$ cat config.mk
export PLATFORM = sky130hd
export DESIGN_NAME = tri_result_irq_regs
export DESIGN_NICKNAME = d
export VERILOG_FILES = /design/src/tri_pkg.sv /design/src/tri_result_irq_regs.sv
export SDC_FILE = /design/constraint.sdc
export NUM_CORES = 2
export LEC_CHECK = 0
export ABC_AREA = 1
export BUFFER_PORTS_ARGS = -buffer_cell sky130_fd_sc_hd__buf_4
export CORE_MARGIN = 2
export CORE_UTILIZATION = 60
export DETAILED_ROUTE_END_ITERATION = 10
export HOLD_SLACK_MARGIN = 0.06
export PLACE_DENSITY = 0.86
export SLEW_MARGIN = 20
export SYNTH_ARGS = -nofsm -noshare
export SYNTH_HDL_FRONTEND = slang
export SYNTH_SLANG_ARGS = --single-unit
$ cat constraint.sdc
create_clock -name clock -period 15.07 [get_ports clock]
set_input_delay 3.014 -clock clock [delete_from_list [all_inputs] [get_ports clock]]
set_output_delay 3.014 -clock clock [all_outputs]
set_load 0.01 [all_outputs]
$ cat src/tri_pkg.sv
// Constants, field layout and carrier types of the result and flag bank
//------------------------------------------------------------------------------
// Summary of operation
// Cause 0: first result after run interrupts
// Cause 0: finished offset calibration interrupts
// Cause 1: consecutive over-threshold results flag channel
// Drift overflow interrupts in either cause setting
// Depth code selects averaging over 1/2/4/8
// Missing history slots filled with first result
// Full history: mean of N newest results
// Low latch 0x03 drives outputs 0-7
// High latch 0x04 bits 5:0 drive 8-13
// Register 0x05 holds touch flags 0-7
// Register 0x06 bits 5:0 hold flags 8-13
// Bit 7 of 0x06 flags drift overflow
// Single-byte read of 0x06 clears everything
// Sequential read of 0x06 clears nothing
// Result is raw plus static plus dynamic offset
// Results are 16-bit two's complement
// Upper bytes first, lower bytes follow, input order
// Differential pair: odd slot mirrors even result
// Drift overflow interrupts only when enabled
// Touch flag needs channel interrupt enable
// Flags and interrupt stay until clearing read
// Both result bytes updated from one value
//------------------------------------------------------------------------------
package tri_pkg;

  // Register offsets
  localparam logic [7:0] ADDR_CFG2     = 8'h02;
  localparam logic [7:0] ADDR_LAT_LO   = 8'h03;
  localparam logic [7:0] ADDR_LAT_HI   = 8'h04;
  localparam logic [7:0] ADDR_FLG_LO   = 8'h05;
  localparam logic [7:0] ADDR_FLG_HI   = 8'h06;
  localparam logic [7:0] ADDR_RES_HI0  = 8'h07;
  localparam logic [7:0] ADDR_RES_LO0  = 8'h15;
  localparam logic [7:0] ADDR_RES_LAST = 8'h22;

  // Reset values and writable masks
  localparam logic [7:0] CFG2_RST      = 8'h00;
  localparam logic [7:0] CFG2_WMASK    = 8'hbf;
  localparam logic [7:0] LAT_RST       = 8'h00;
  localparam logic [7:0] LAT_HI_MASK   = 8'h3f;

  // Field positions inside the configuration and flag bytes
  localparam int CFG2_DRIFT_EN_BIT = 4;
  localparam int CFG2_POL_BIT      = 3;
  localparam int CFG2_SEL_BIT      = 2;
  localparam int CFG2_AVG_LSB      = 0;
  localparam int FLG_DRIFT_BIT     = 7;

  // Sizes
  localparam int NUM_CH     = 14;
  localparam int NUM_PAIRS  = 7;
  localparam int HIST_DEPTH = 8;
  localparam logic [3:0] FILL_FULL = 4'h8;
  localparam logic [3:0] CNT_MAX   = 4'hf;

  // One sample handed over by the front end
  typedef struct packed {
    logic        [3:0]  chan;
    logic signed [15:0] raw;
    logic signed [15:0] static_off;
    logic signed [15:0] dyn_off;
  } tri_sample_t;

  // Result pipeline states
  typedef enum logic [2:0] {
    ST_IDLE  = 3'b001,
    ST_HIST  = 3'b010,
    ST_STORE = 3'b100
  } tri_state_t;

endpackage

$ cat src/tri_result_irq_regs.sv
// Result averaging, touch and drift flags, output latches and register reads
`timescale 1ns/10ps
module tri_result_irq_regs (
  // Clock and reset
  input  wire logic                clock,
  input  wire logic                arst_n,
  // Register port from the serial slave (same clock)
  input  wire logic [7:0]          reg_addr,
  input  wire logic                reg_wr,
  input  wire logic [7:0]          reg_wdata,
  input  wire logic                reg_rd,
  input  wire logic                reg_rd_single,
  output logic      [7:0]          reg_rdata,
  // Front end link (foreign clock)
  input  wire logic                meas_clk,
  input  wire tri_pkg::tri_sample_t meas_sample,
  // Engine events (same clock, one-cycle pulses)
  input  wire logic                run_start,
  input  wire logic                cal_done,
  input  wire logic                drift_overflow,
  // Channel configuration: per pair, per channel and shared (same clock, levels)
  input  wire logic [6:0]          diff_mode,
  input  wire logic [13:0]         channel_irq_enable,
  input  wire logic signed [15:0]  touch_threshold,
  input  wire logic [3:0]          touch_count,
  // Pins
  output logic      [13:0]         out_pin_level,
  output logic                     irq_out
);

  //----------------------------------------------------------------------------
  // Storage
  //----------------------------------------------------------------------------
  logic [7:0]         cfg2_q;                 // Cause, drift enable, depth
  logic [7:0]         lat_lo_q;               // Output levels 0-7
  logic [7:0]         lat_hi_q;               // Output levels 8-13
  logic [13:0]        flag_q;                 // Touch flags
  logic               drift_flag_q;           // Drift overflow flag
  logic               irq_q;                  // Internal active-high request
  logic               irq_pin_q;              // Polarity-applied pin level
  logic               first_pend_q;           // Awaiting first result of run
  logic [7:0]         rdata_q;                // Read data
  // Per-channel results, history and counters
  logic signed [15:0] res_q [tri_pkg::NUM_CH];      // Averaged results
  logic signed [15:0] hist_q [tri_pkg::NUM_CH][tri_pkg::HIST_DEPTH];
  logic [3:0]         fill_q [tri_pkg::NUM_CH];     // Results seen this run
  logic [3:0]         consec_q [tri_pkg::NUM_CH];   // Over-threshold run
  tri_pkg::tri_state_t st_q;                  // Pipeline state
  logic [3:0]         ch_q;                   // Channel in flight
  logic signed [15:0] val_q;                  // Summed sample in flight

  //----------------------------------------------------------------------------
  // Link synchronisers
  //----------------------------------------------------------------------------
  // Clock and data are both double-flopped; the front end holds data
  // steady across its edge so both arrive together.
  logic                 mclk_s1_q;
  logic                 mclk_s2_q;
  logic                 mclk_s3_q;
  tri_pkg::tri_sample_t msmp_s1_q;
  tri_pkg::tri_sample_t msmp_s2_q;
  // Stage three only marks the edge; logic reads stage two

  // Two-stage capture of link signals
  always_ff @(posedge clock or negedge arst_n) begin
    if (!arst_n) begin
      mclk_s1_q <= 1'b0;
      mclk_s2_q <= 1'b0;
      mclk_s3_q <= 1'b0;
      msmp_s1_q <= '0;
      msmp_s2_q <= '0;
    end else begin
      mclk_s1_q <= meas_clk;
      mclk_s2_q <= mclk_s1_q;
      mclk_s3_q <= mclk_s2_q;
      msmp_s1_q <= meas_sample;
      msmp_s2_q <= msmp_s1_q;
    end
  end

  //----------------------------------------------------------------------------
  // Decode
  //----------------------------------------------------------------------------
  // Address match, reused for writes, reads and the clear
  function automatic logic hit(input logic [7:0] a, input logic [7:0] b);
    hit = (a == b);
  endfunction

  wire       meas_edge_w = mclk_s2_q & ~mclk_s3_q;   // Rising link edge
  wire [3:0] in_ch_w     = msmp_s2_q.chan;
  // Channel numbers past the last input are ignored
  wire       ch_ok_w     = (in_ch_w < 4'(tri_pkg::NUM_CH));
  // Odd member of a differential pair carries no own sample
  wire       odd_diff_w  = in_ch_w[0] & diff_mode[in_ch_w[3:1]];
  wire       accept_w    = meas_edge_w & ch_ok_w & ~odd_diff_w &
                           (st_q == tri_pkg::ST_IDLE);
  // Sum wraps to 16 bits as two's complement
  wire signed [15:0] sum_in_w = 16'(msmp_s2_q.raw + msmp_s2_q.static_off +
                                    msmp_s2_q.dyn_off);

  // Configuration fields
  wire       sel_w      = cfg2_q[tri_pkg::CFG2_SEL_BIT];
  wire       drift_en_w = cfg2_q[tri_pkg::CFG2_DRIFT_EN_BIT];
  wire       pol_w      = cfg2_q[tri_pkg::CFG2_POL_BIT];
  wire [1:0] depth_w    = cfg2_q[tri_pkg::CFG2_AVG_LSB +: 2];
  wire [3:0] n_slots_w  = 4'h1 << depth_w;

  // Write strobes; all other addresses are read-only
  wire wr_cfg2_w   = reg_wr & hit(reg_addr, tri_pkg::ADDR_CFG2);
  wire wr_lat_lo_w = reg_wr & hit(reg_addr, tri_pkg::ADDR_LAT_LO);
  wire wr_lat_hi_w = reg_wr & hit(reg_addr, tri_pkg::ADDR_LAT_HI);
  // Only a standalone byte read clears; burst reads leave flags
  wire clear_w     = reg_rd & reg_rd_single &
                     hit(reg_addr, tri_pkg::ADDR_FLG_HI);

  //----------------------------------------------------------------------------
  // Moving average
  //----------------------------------------------------------------------------
  // Slots beyond depth N contribute nothing
  logic signed [15:0] slot_w [tri_pkg::HIST_DEPTH];
  genvar gk;
  generate
    for (gk = 0; gk < tri_pkg::HIST_DEPTH; gk++) begin : g_slot
      assign slot_w[gk] = (4'(gk) < n_slots_w) ? hist_q[ch_q][gk] : 16'sh0;
    end
  endgenerate

  // Nineteen bits hold eight full-scale samples
  logic signed [18:0] win_sum;
  // Sum of the N newest slots
  always_comb begin
    win_sum = 19'sh0;
    for (int k = 0; k < tri_pkg::HIST_DEPTH; k++) begin
      win_sum = win_sum + 19'(slot_w[k]);
    end
  end
  // Divide by N as arithmetic shift
  wire signed [18:0] avg_full_w = win_sum >>> depth_w;
  // Mean of 16-bit samples always fits 16 bits
  wire signed [15:0] avg_w      = avg_full_w[15:0];

  //----------------------------------------------------------------------------
  // Threshold run detection
  //----------------------------------------------------------------------------
  wire       over_w    = (avg_w > touch_threshold);
  // A zero count would fire on every result; treat it as one
  wire [3:0] need_w    = (touch_count == 4'h0) ? 4'h1 : touch_count;
  // Saturating run count cannot wrap back to zero
  wire [3:0] cnt_nx_w  = !over_w ? 4'h0 :
                         (consec_q[ch_q] == tri_pkg::CNT_MAX) ?
                         tri_pkg::CNT_MAX : consec_q[ch_q] + 4'h1;
  wire       store_w   = (st_q == tri_pkg::ST_STORE);
  // Consecutive count reached, cause 1, channel enabled
  wire       touch_w   = store_w & sel_w & channel_irq_enable[ch_q] &
                         (cnt_nx_w >= need_w);
  wire [13:0] touch_set_w = touch_w ? (14'h1 << ch_q) : 14'h0;
  wire       first_w   = store_w & first_pend_q;

  // Cause 0 events have no status bit, only the pin
  // Interrupt sources
  wire irq_set_w = (|touch_set_w) |
                   (~sel_w & first_w) |
                   (~sel_w & cal_done) |
                   (drift_overflow & drift_en_w);
  // Set beats a simultaneous clear
  wire irq_d_w = (irq_q & ~clear_w) | irq_set_w;

  //----------------------------------------------------------------------------
  // Read mux
  //----------------------------------------------------------------------------
  // Result window: upper bytes, then lower bytes
  wire       in_hi_w  = (reg_addr >= tri_pkg::ADDR_RES_HI0) &
                        (reg_addr <  tri_pkg::ADDR_RES_LO0);
  wire       in_lo_w  = (reg_addr >= tri_pkg::ADDR_RES_LO0) &
                        (reg_addr <= tri_pkg::ADDR_RES_LAST);
  // Byte index inside each half of the window
  wire [7:0] hi_idx_w = reg_addr - tri_pkg::ADDR_RES_HI0;
  wire [7:0] lo_idx_w = reg_addr - tri_pkg::ADDR_RES_LO0;

  logic [7:0] rd_mux;
  // Upper bytes first, then lower bytes, in input order
  always_comb begin
    rd_mux = 8'h00;
    if (hit(reg_addr, tri_pkg::ADDR_CFG2)) begin
      rd_mux = cfg2_q;
    end else if (hit(reg_addr, tri_pkg::ADDR_LAT_LO)) begin
      rd_mux = lat_lo_q;
    end else if (hit(reg_addr, tri_pkg::ADDR_LAT_HI)) begin
      rd_mux = lat_hi_q;
    end else if (hit(reg_addr, tri_pkg::ADDR_FLG_LO)) begin
      rd_mux = flag_q[7:0];
    end else if (hit(reg_addr, tri_pkg::ADDR_FLG_HI)) begin
      rd_mux = {drift_flag_q, 1'b0, flag_q[13:8]};
    end else if (in_hi_w) begin
      rd_mux = res_q[hi_idx_w[3:0]][15:8];
    end else if (in_lo_w) begin
      rd_mux = res_q[lo_idx_w[3:0]][7:0];
    end
  end

  //----------------------------------------------------------------------------
  // Registers written by software
  //----------------------------------------------------------------------------
  // Configuration byte and output latches
  always_ff @(posedge clock or negedge arst_n) begin
    if (!arst_n) begin
      cfg2_q   <= tri_pkg::CFG2_RST;
      lat_lo_q <= tri_pkg::LAT_RST;
      lat_hi_q <= tri_pkg::LAT_RST;
    end else begin
      if (wr_cfg2_w) begin
        cfg2_q <= reg_wdata & tri_pkg::CFG2_WMASK;
      end
      if (wr_lat_lo_w) begin
        lat_lo_q <= reg_wdata;
      end
      if (wr_lat_hi_w) begin
        lat_hi_q <= reg_wdata & tri_pkg::LAT_HI_MASK;
      end
    end
  end

  //----------------------------------------------------------------------------
  // Flags, interrupt and read data
  //----------------------------------------------------------------------------
  // Sticky flags; hardware set wins over the clearing read
  always_ff @(posedge clock or negedge arst_n) begin
    if (!arst_n) begin
      flag_q       <= 14'h0;
      drift_flag_q <= 1'b0;
      irq_q        <= 1'b0;
      irq_pin_q    <= 1'b0;
      rdata_q      <= 8'h00;
    end else begin
      flag_q       <= (clear_w ? 14'h0 : flag_q) | touch_set_w;
      drift_flag_q <= (drift_flag_q & ~clear_w) | drift_overflow;
      irq_q        <= irq_d_w;
      // Polarity applied in the flop, so no pin glitch
      irq_pin_q    <= irq_d_w ^ pol_w;
      rdata_q      <= rd_mux;
    end
  end

  // Pending first result of a run
  always_ff @(posedge clock or negedge arst_n) begin
    if (!arst_n) begin
      first_pend_q <= 1'b0;
    end else begin
      // Re-armed by every run start
      first_pend_q <= run_start | (first_pend_q & ~store_w);
    end
  end

  //----------------------------------------------------------------------------
  // Result pipeline
  //----------------------------------------------------------------------------
  // Idle -> write history -> compute and store; samples arriving while
  // busy are dropped, the link rate is far below three clock cycles.
  always_ff @(posedge clock or negedge arst_n) begin
    if (!arst_n) begin
      st_q  <= tri_pkg::ST_IDLE;
      ch_q  <= 4'h0;
      val_q <= 16'sh0;
    end else begin
      case (st_q)
        tri_pkg::ST_IDLE: begin
          if (accept_w) begin
            st_q  <= tri_pkg::ST_HIST;
            ch_q  <= in_ch_w;
            val_q <= sum_in_w;
          end
        end
        tri_pkg::ST_HIST:  st_q <= tri_pkg::ST_STORE;
        tri_pkg::ST_STORE: st_q <= tri_pkg::ST_IDLE;
        default:           st_q <= tri_pkg::ST_IDLE;
      endcase
    end
  end

  // Sample history; first result of a run fills every slot
  // No reset: the first result of a run rebuilds it
  always_ff @(posedge clock) begin
    if (st_q == tri_pkg::ST_HIST) begin
      // Newest sample always lands in slot zero
      hist_q[ch_q][0] <= val_q;
      for (int k = 1; k < tri_pkg::HIST_DEPTH; k++) begin
        if (fill_q[ch_q] == 4'h0) begin
          hist_q[ch_q][k] <= val_q;
        end else begin
          hist_q[ch_q][k] <= hist_q[ch_q][k-1];
        end
      end
    end
  end

  // Per-channel fill count and consecutive counters
  always_ff @(posedge clock or negedge arst_n) begin
    if (!arst_n) begin
      for (int c = 0; c < tri_pkg::NUM_CH; c++) begin
        fill_q[c]   <= 4'h0;
        consec_q[c] <= 4'h0;
      end
    end else if (run_start) begin
      // New run: history and runs start over
      for (int c = 0; c < tri_pkg::NUM_CH; c++) begin
        fill_q[c]   <= 4'h0;
        consec_q[c] <= 4'h0;
      end
    end else begin
      // Fill count saturates at full depth
      if (st_q == tri_pkg::ST_HIST && fill_q[ch_q] != tri_pkg::FILL_FULL) begin
        fill_q[ch_q] <= fill_q[ch_q] + 4'h1;
      end
      if (store_w) begin
        consec_q[ch_q] <= cnt_nx_w;
      end
    end
  end

  // Results read zero until a channel's first sample
  // Whole 16-bit word written at once, so both bytes agree
  always_ff @(posedge clock or negedge arst_n) begin
    if (!arst_n) begin
      for (int c = 0; c < tri_pkg::NUM_CH; c++) begin
        res_q[c] <= 16'sh0;
      end
    end else if (store_w) begin
      res_q[ch_q] <= avg_w;
      // Differential result mirrored into the odd slot
      if (!ch_q[0] && diff_mode[ch_q[3:1]]) begin
        res_q[ch_q + 4'h1] <= avg_w;
      end
    end
  end

  //----------------------------------------------------------------------------
  // Outputs
  //----------------------------------------------------------------------------
  // Every pin and the read port come from a flop
  assign reg_rdata     = rdata_q;
  assign out_pin_level = {lat_hi_q[5:0], lat_lo_q};
  assign irq_out       = irq_pin_q;

endmodule // tri_result_irq_regs

==> impl_results.md <==
- CP Max Fanout: between 40 and 50
- Sequential power share: 45.7%
- Min setup slack post-route: about 3.6 ns
- Hold depth: 0
- Placer Congestion: ~0.93
- Top_reg_cell synth: edfxtp_1
- Critical path data required time: 15.86 ns
- Synth Area per Inst: 12.56 um2
- DRT Wirelength: roughly 280000 um
- Total GRT Usage: roughly 34%
- Hold-fix buffers, CTS: 0
- Pint: roughly 0.011 W
- Register area share after synthesis: 69.73%
- Power per cell area: 159.3 nW/um2
- CTS sink count: 2305
- Switching pwr: 0.005347 W
- Reg2Reg Setup Slack: 3.56 ns
- Final ANT Viol Nets: 0
- Syn nets: between 7000 and 8000
- End of the critical path: irq_out
- Worst Path Arrival: ~12 ns
- Crit path buffers/inverters: 10
- Die Y: 403.1 um
- Max Root-Sink Buffers: 3
- Final setup viols: 0
- Commonest cells after routing, fill and taps aside: edfxtp_1 (1792), nand2_1 (1593), a22oi_1 (787)
- Max-cap viol count: 0
- Die Area: approximately 160000 um2
- Area growth from synthesis to layout: 10.33%
- TritonCTS clock tree: built
- Detailed-route wire length per cell: 27.81 um
- Slowest stage delay, CP: 0.73 ns
- Core area: approximately 160000 um2
- Post-CTS setup buffer count: 0
- Grt total ovfl: 0
- Logic pwr share: 22.0%
- EDFF count, synth: about 1800
- H-tree levels: 4
- Status: finished, final reports clean
- Initial antenna violation count: 3
- # IOs: 141
- Cts bufs inserted: 213
- Initial Util: between 60 and 70%
- Routed via count: 67706
- Nets@finish: 7957
- Dpl ws: between 4 and 5 ns
- Post-detail-place hpwl: 143500 um
- Yosys reg bits: 2305
- First-pass GRT wire length: 412900 um
- Crit start category: flip-flop
- Switching Share: between 30% and 40%
- Mapped Cells: between 7000 and 8000
- Final worst-path cycle share: 76.34%
- Crit. Startpoint: ch_q[2]
- Post-Syn Area: 95580 um2
- Reg-to-Reg End: irq_out
- Worst r2r src: ch_q[2]
- Post-synth cell types: 63
- Max IR drop VDD: 0.1400 mV
- Yosys warns: 0
- Pins Over Slew Limit: 0
- Post-synth top area share: around 56%
- Commonest non-fill, non-tap cell in the layout: edfxtp_1
- Rel. slew slack: ~18%
- Fill count: 9966
- Synth area leaders: edfxtp_1 (56%), dfrtp_1 (13%), nand2_1 (6.3%), a22oi_1 (6.2%), fa_1 (2.4%)
- Initial DRC Count: around 12000
- Reg2Reg Depth: between 40 and 50
- Reg clk slew, reported paths: around 0.06 ns
- Latest clock arrival within the worst-skew pair: 0.88 ns
- Measured slew at the worst slew-check pin: between 1 and 1.5 ns
- CP Class: flip-flop to flip-flop
- Share of cells above drive strength 1: 9.522%
- Worst path slowest cell: buf_4
- Hold Crit Class: flip-flop to flip-flop
- Stages on the worst setup path: 49
- RSZ-0062 raised after global routing: false
- Largest net degree at the start of global routing: 190
- IO buf count: 140
- Residual DRC: 0
- Die width: 403.1 um
- Post-synth ARST share: 22.26%
- CTS root buffer: clkbuf_16
- Final worst path period need: 11.51 ns
- Critical path's most frequent cell: nand2_1
- Worst Skew: 0.04324 ns
- Synth area leader: edfxtp_1
- Hold path start: msmp_s1_q[18]
- Placed insts: between 9000 and 10000
- Post-Layout Cell Count: 9919
- Clock power frac: 32.3%
- Vias in the first global route: roughly 68000
- Pre-antenna DRT Iters: 7
- Maximum clock frequency: 0.08692 GHz
- Leak: 39.57 nW
- Row count: 146
- Vias per inst: 6.826
- Family with the most delay on the worst path: simple AND/OR/NAND/NOR gates
- Post-cts resize count: 0
- Final Hold Fails: 0
- Setup TNS: 0 ns
- CP Capture Type: flip-flop
==> worst min-delay path by stage <==
stage	to	slack, ns
final	msmp_s2_q[18]	0.34
after global routing	msmp_s2_q[36]	0.35
after CTS	msmp_s2_q[18]	0.35
after detailed placement	msmp_s2_q[37]	0.33
after global placement	msmp_s2_q[47]	0.33
after floorplan	in_ch_w[0]	0.33
==> power by group through the flow <==
stage	combinational, W	clock (W)	sequential, W
floorplan	0.00221	0	0.00774
finish	0.00369	0.00543	0.00768
global route	0.00387	0.00565	0.00768
global placement	0.00330	0	0.00780
CTS	0.00350	0.00542	0.00768
detailed placement	0.00343	0	0.00781
==> area by class of cell <==
type,count,area (um2),share of cell area (%)
inverters,348,1331,1.262
well taps,2072,2592,2.458
clock inverters,117,1102,1.045
diodes,2,5.005,0.004746
multi-input cells,4527,25620,24.30
repair buffers,266,2232,2.117
flip-flops and latches,2305,66650,63.21
clock buffers,282,5911,5.605
==> flip-flops by register name (all words and copies together), names as in the netlist <==
signal / flops
first_pend_q: 1
fill_q: 56
ch_q: 4
in_ch_w: 4
hist_q: 1792
msmp_s1_q: 52
irq_out: 1
drift_flag_q: 1
mclk_s3_q: 1
st_q: 3
consec_q: 56
msmp_s2_q: 48
reg_rdata: 8
flag_q: 14
val_q: 16
cfg2_q: 7
mclk_s2_q: 1
lat_lo_q: 8
mclk_s1_q: 1
irq_q: 1
res_q: 224
lat_hi_q: 6
==> kinds of logic after synthesis <==
| group | after synthesis | synth area share (%) |
|---|---|---|
| simple gates | 2690 | 12.27 |
| compound gates | 1633 | 10.89 |
| mux | 3 | 0.03273 |
| fa+ha+maj | 178 | 3.233 |
| flops | 2305 | 69.73 |
| buf+inv | 779 | 3.631 |
| xor+xnor | 23 | 0.2108 |
==> cells in the mapped netlist, types with 43 or more instances <==
| library cell | number |
|---|---|
| edfxtp_1 | 1792 |
| nand2_1 | 1596 |
| a22oi_1 | 787 |
| dfrtp_1 | 512 |
| nor2_1 | 470 |
| nand3_1 | 396 |
| o21ai_0 | 360 |
| a21oi_1 | 358 |
| inv_1 | 317 |
| clkbuf_1 | 205 |
| buf_2 | 141 |
| fa_1 | 115 |
| ha_1 | 63 |
| nor3_1 | 58 |
| nor4b_2 | 43 |
==> layer usage <==
metal,GRT usage (%),vias up,share of wire [%]
met5,0,-,0.022
met4,20.84,8,7.2
met3,8.427,1428,15
met2,51.95,6424,46
met1,43.34,32257,32
li1,-,27589,-
==> through the flow <==
stage	hold WS, ns	util, %	instance area (um2)	power, W
after detailed placement	0.3347	62.15	98310	0.01123
after global routing	0.3509	66.66	105400	0.01720
after global placement	0.3319	62.15	98310	0.01110
final	0.3428	66.66	105500	0.01680
after CTS	0.3474	66.58	105300	0.01660
after floorplan	0.3312	-	95580	0.009955
Note: power is estimated with default switching activity, not from simulation.
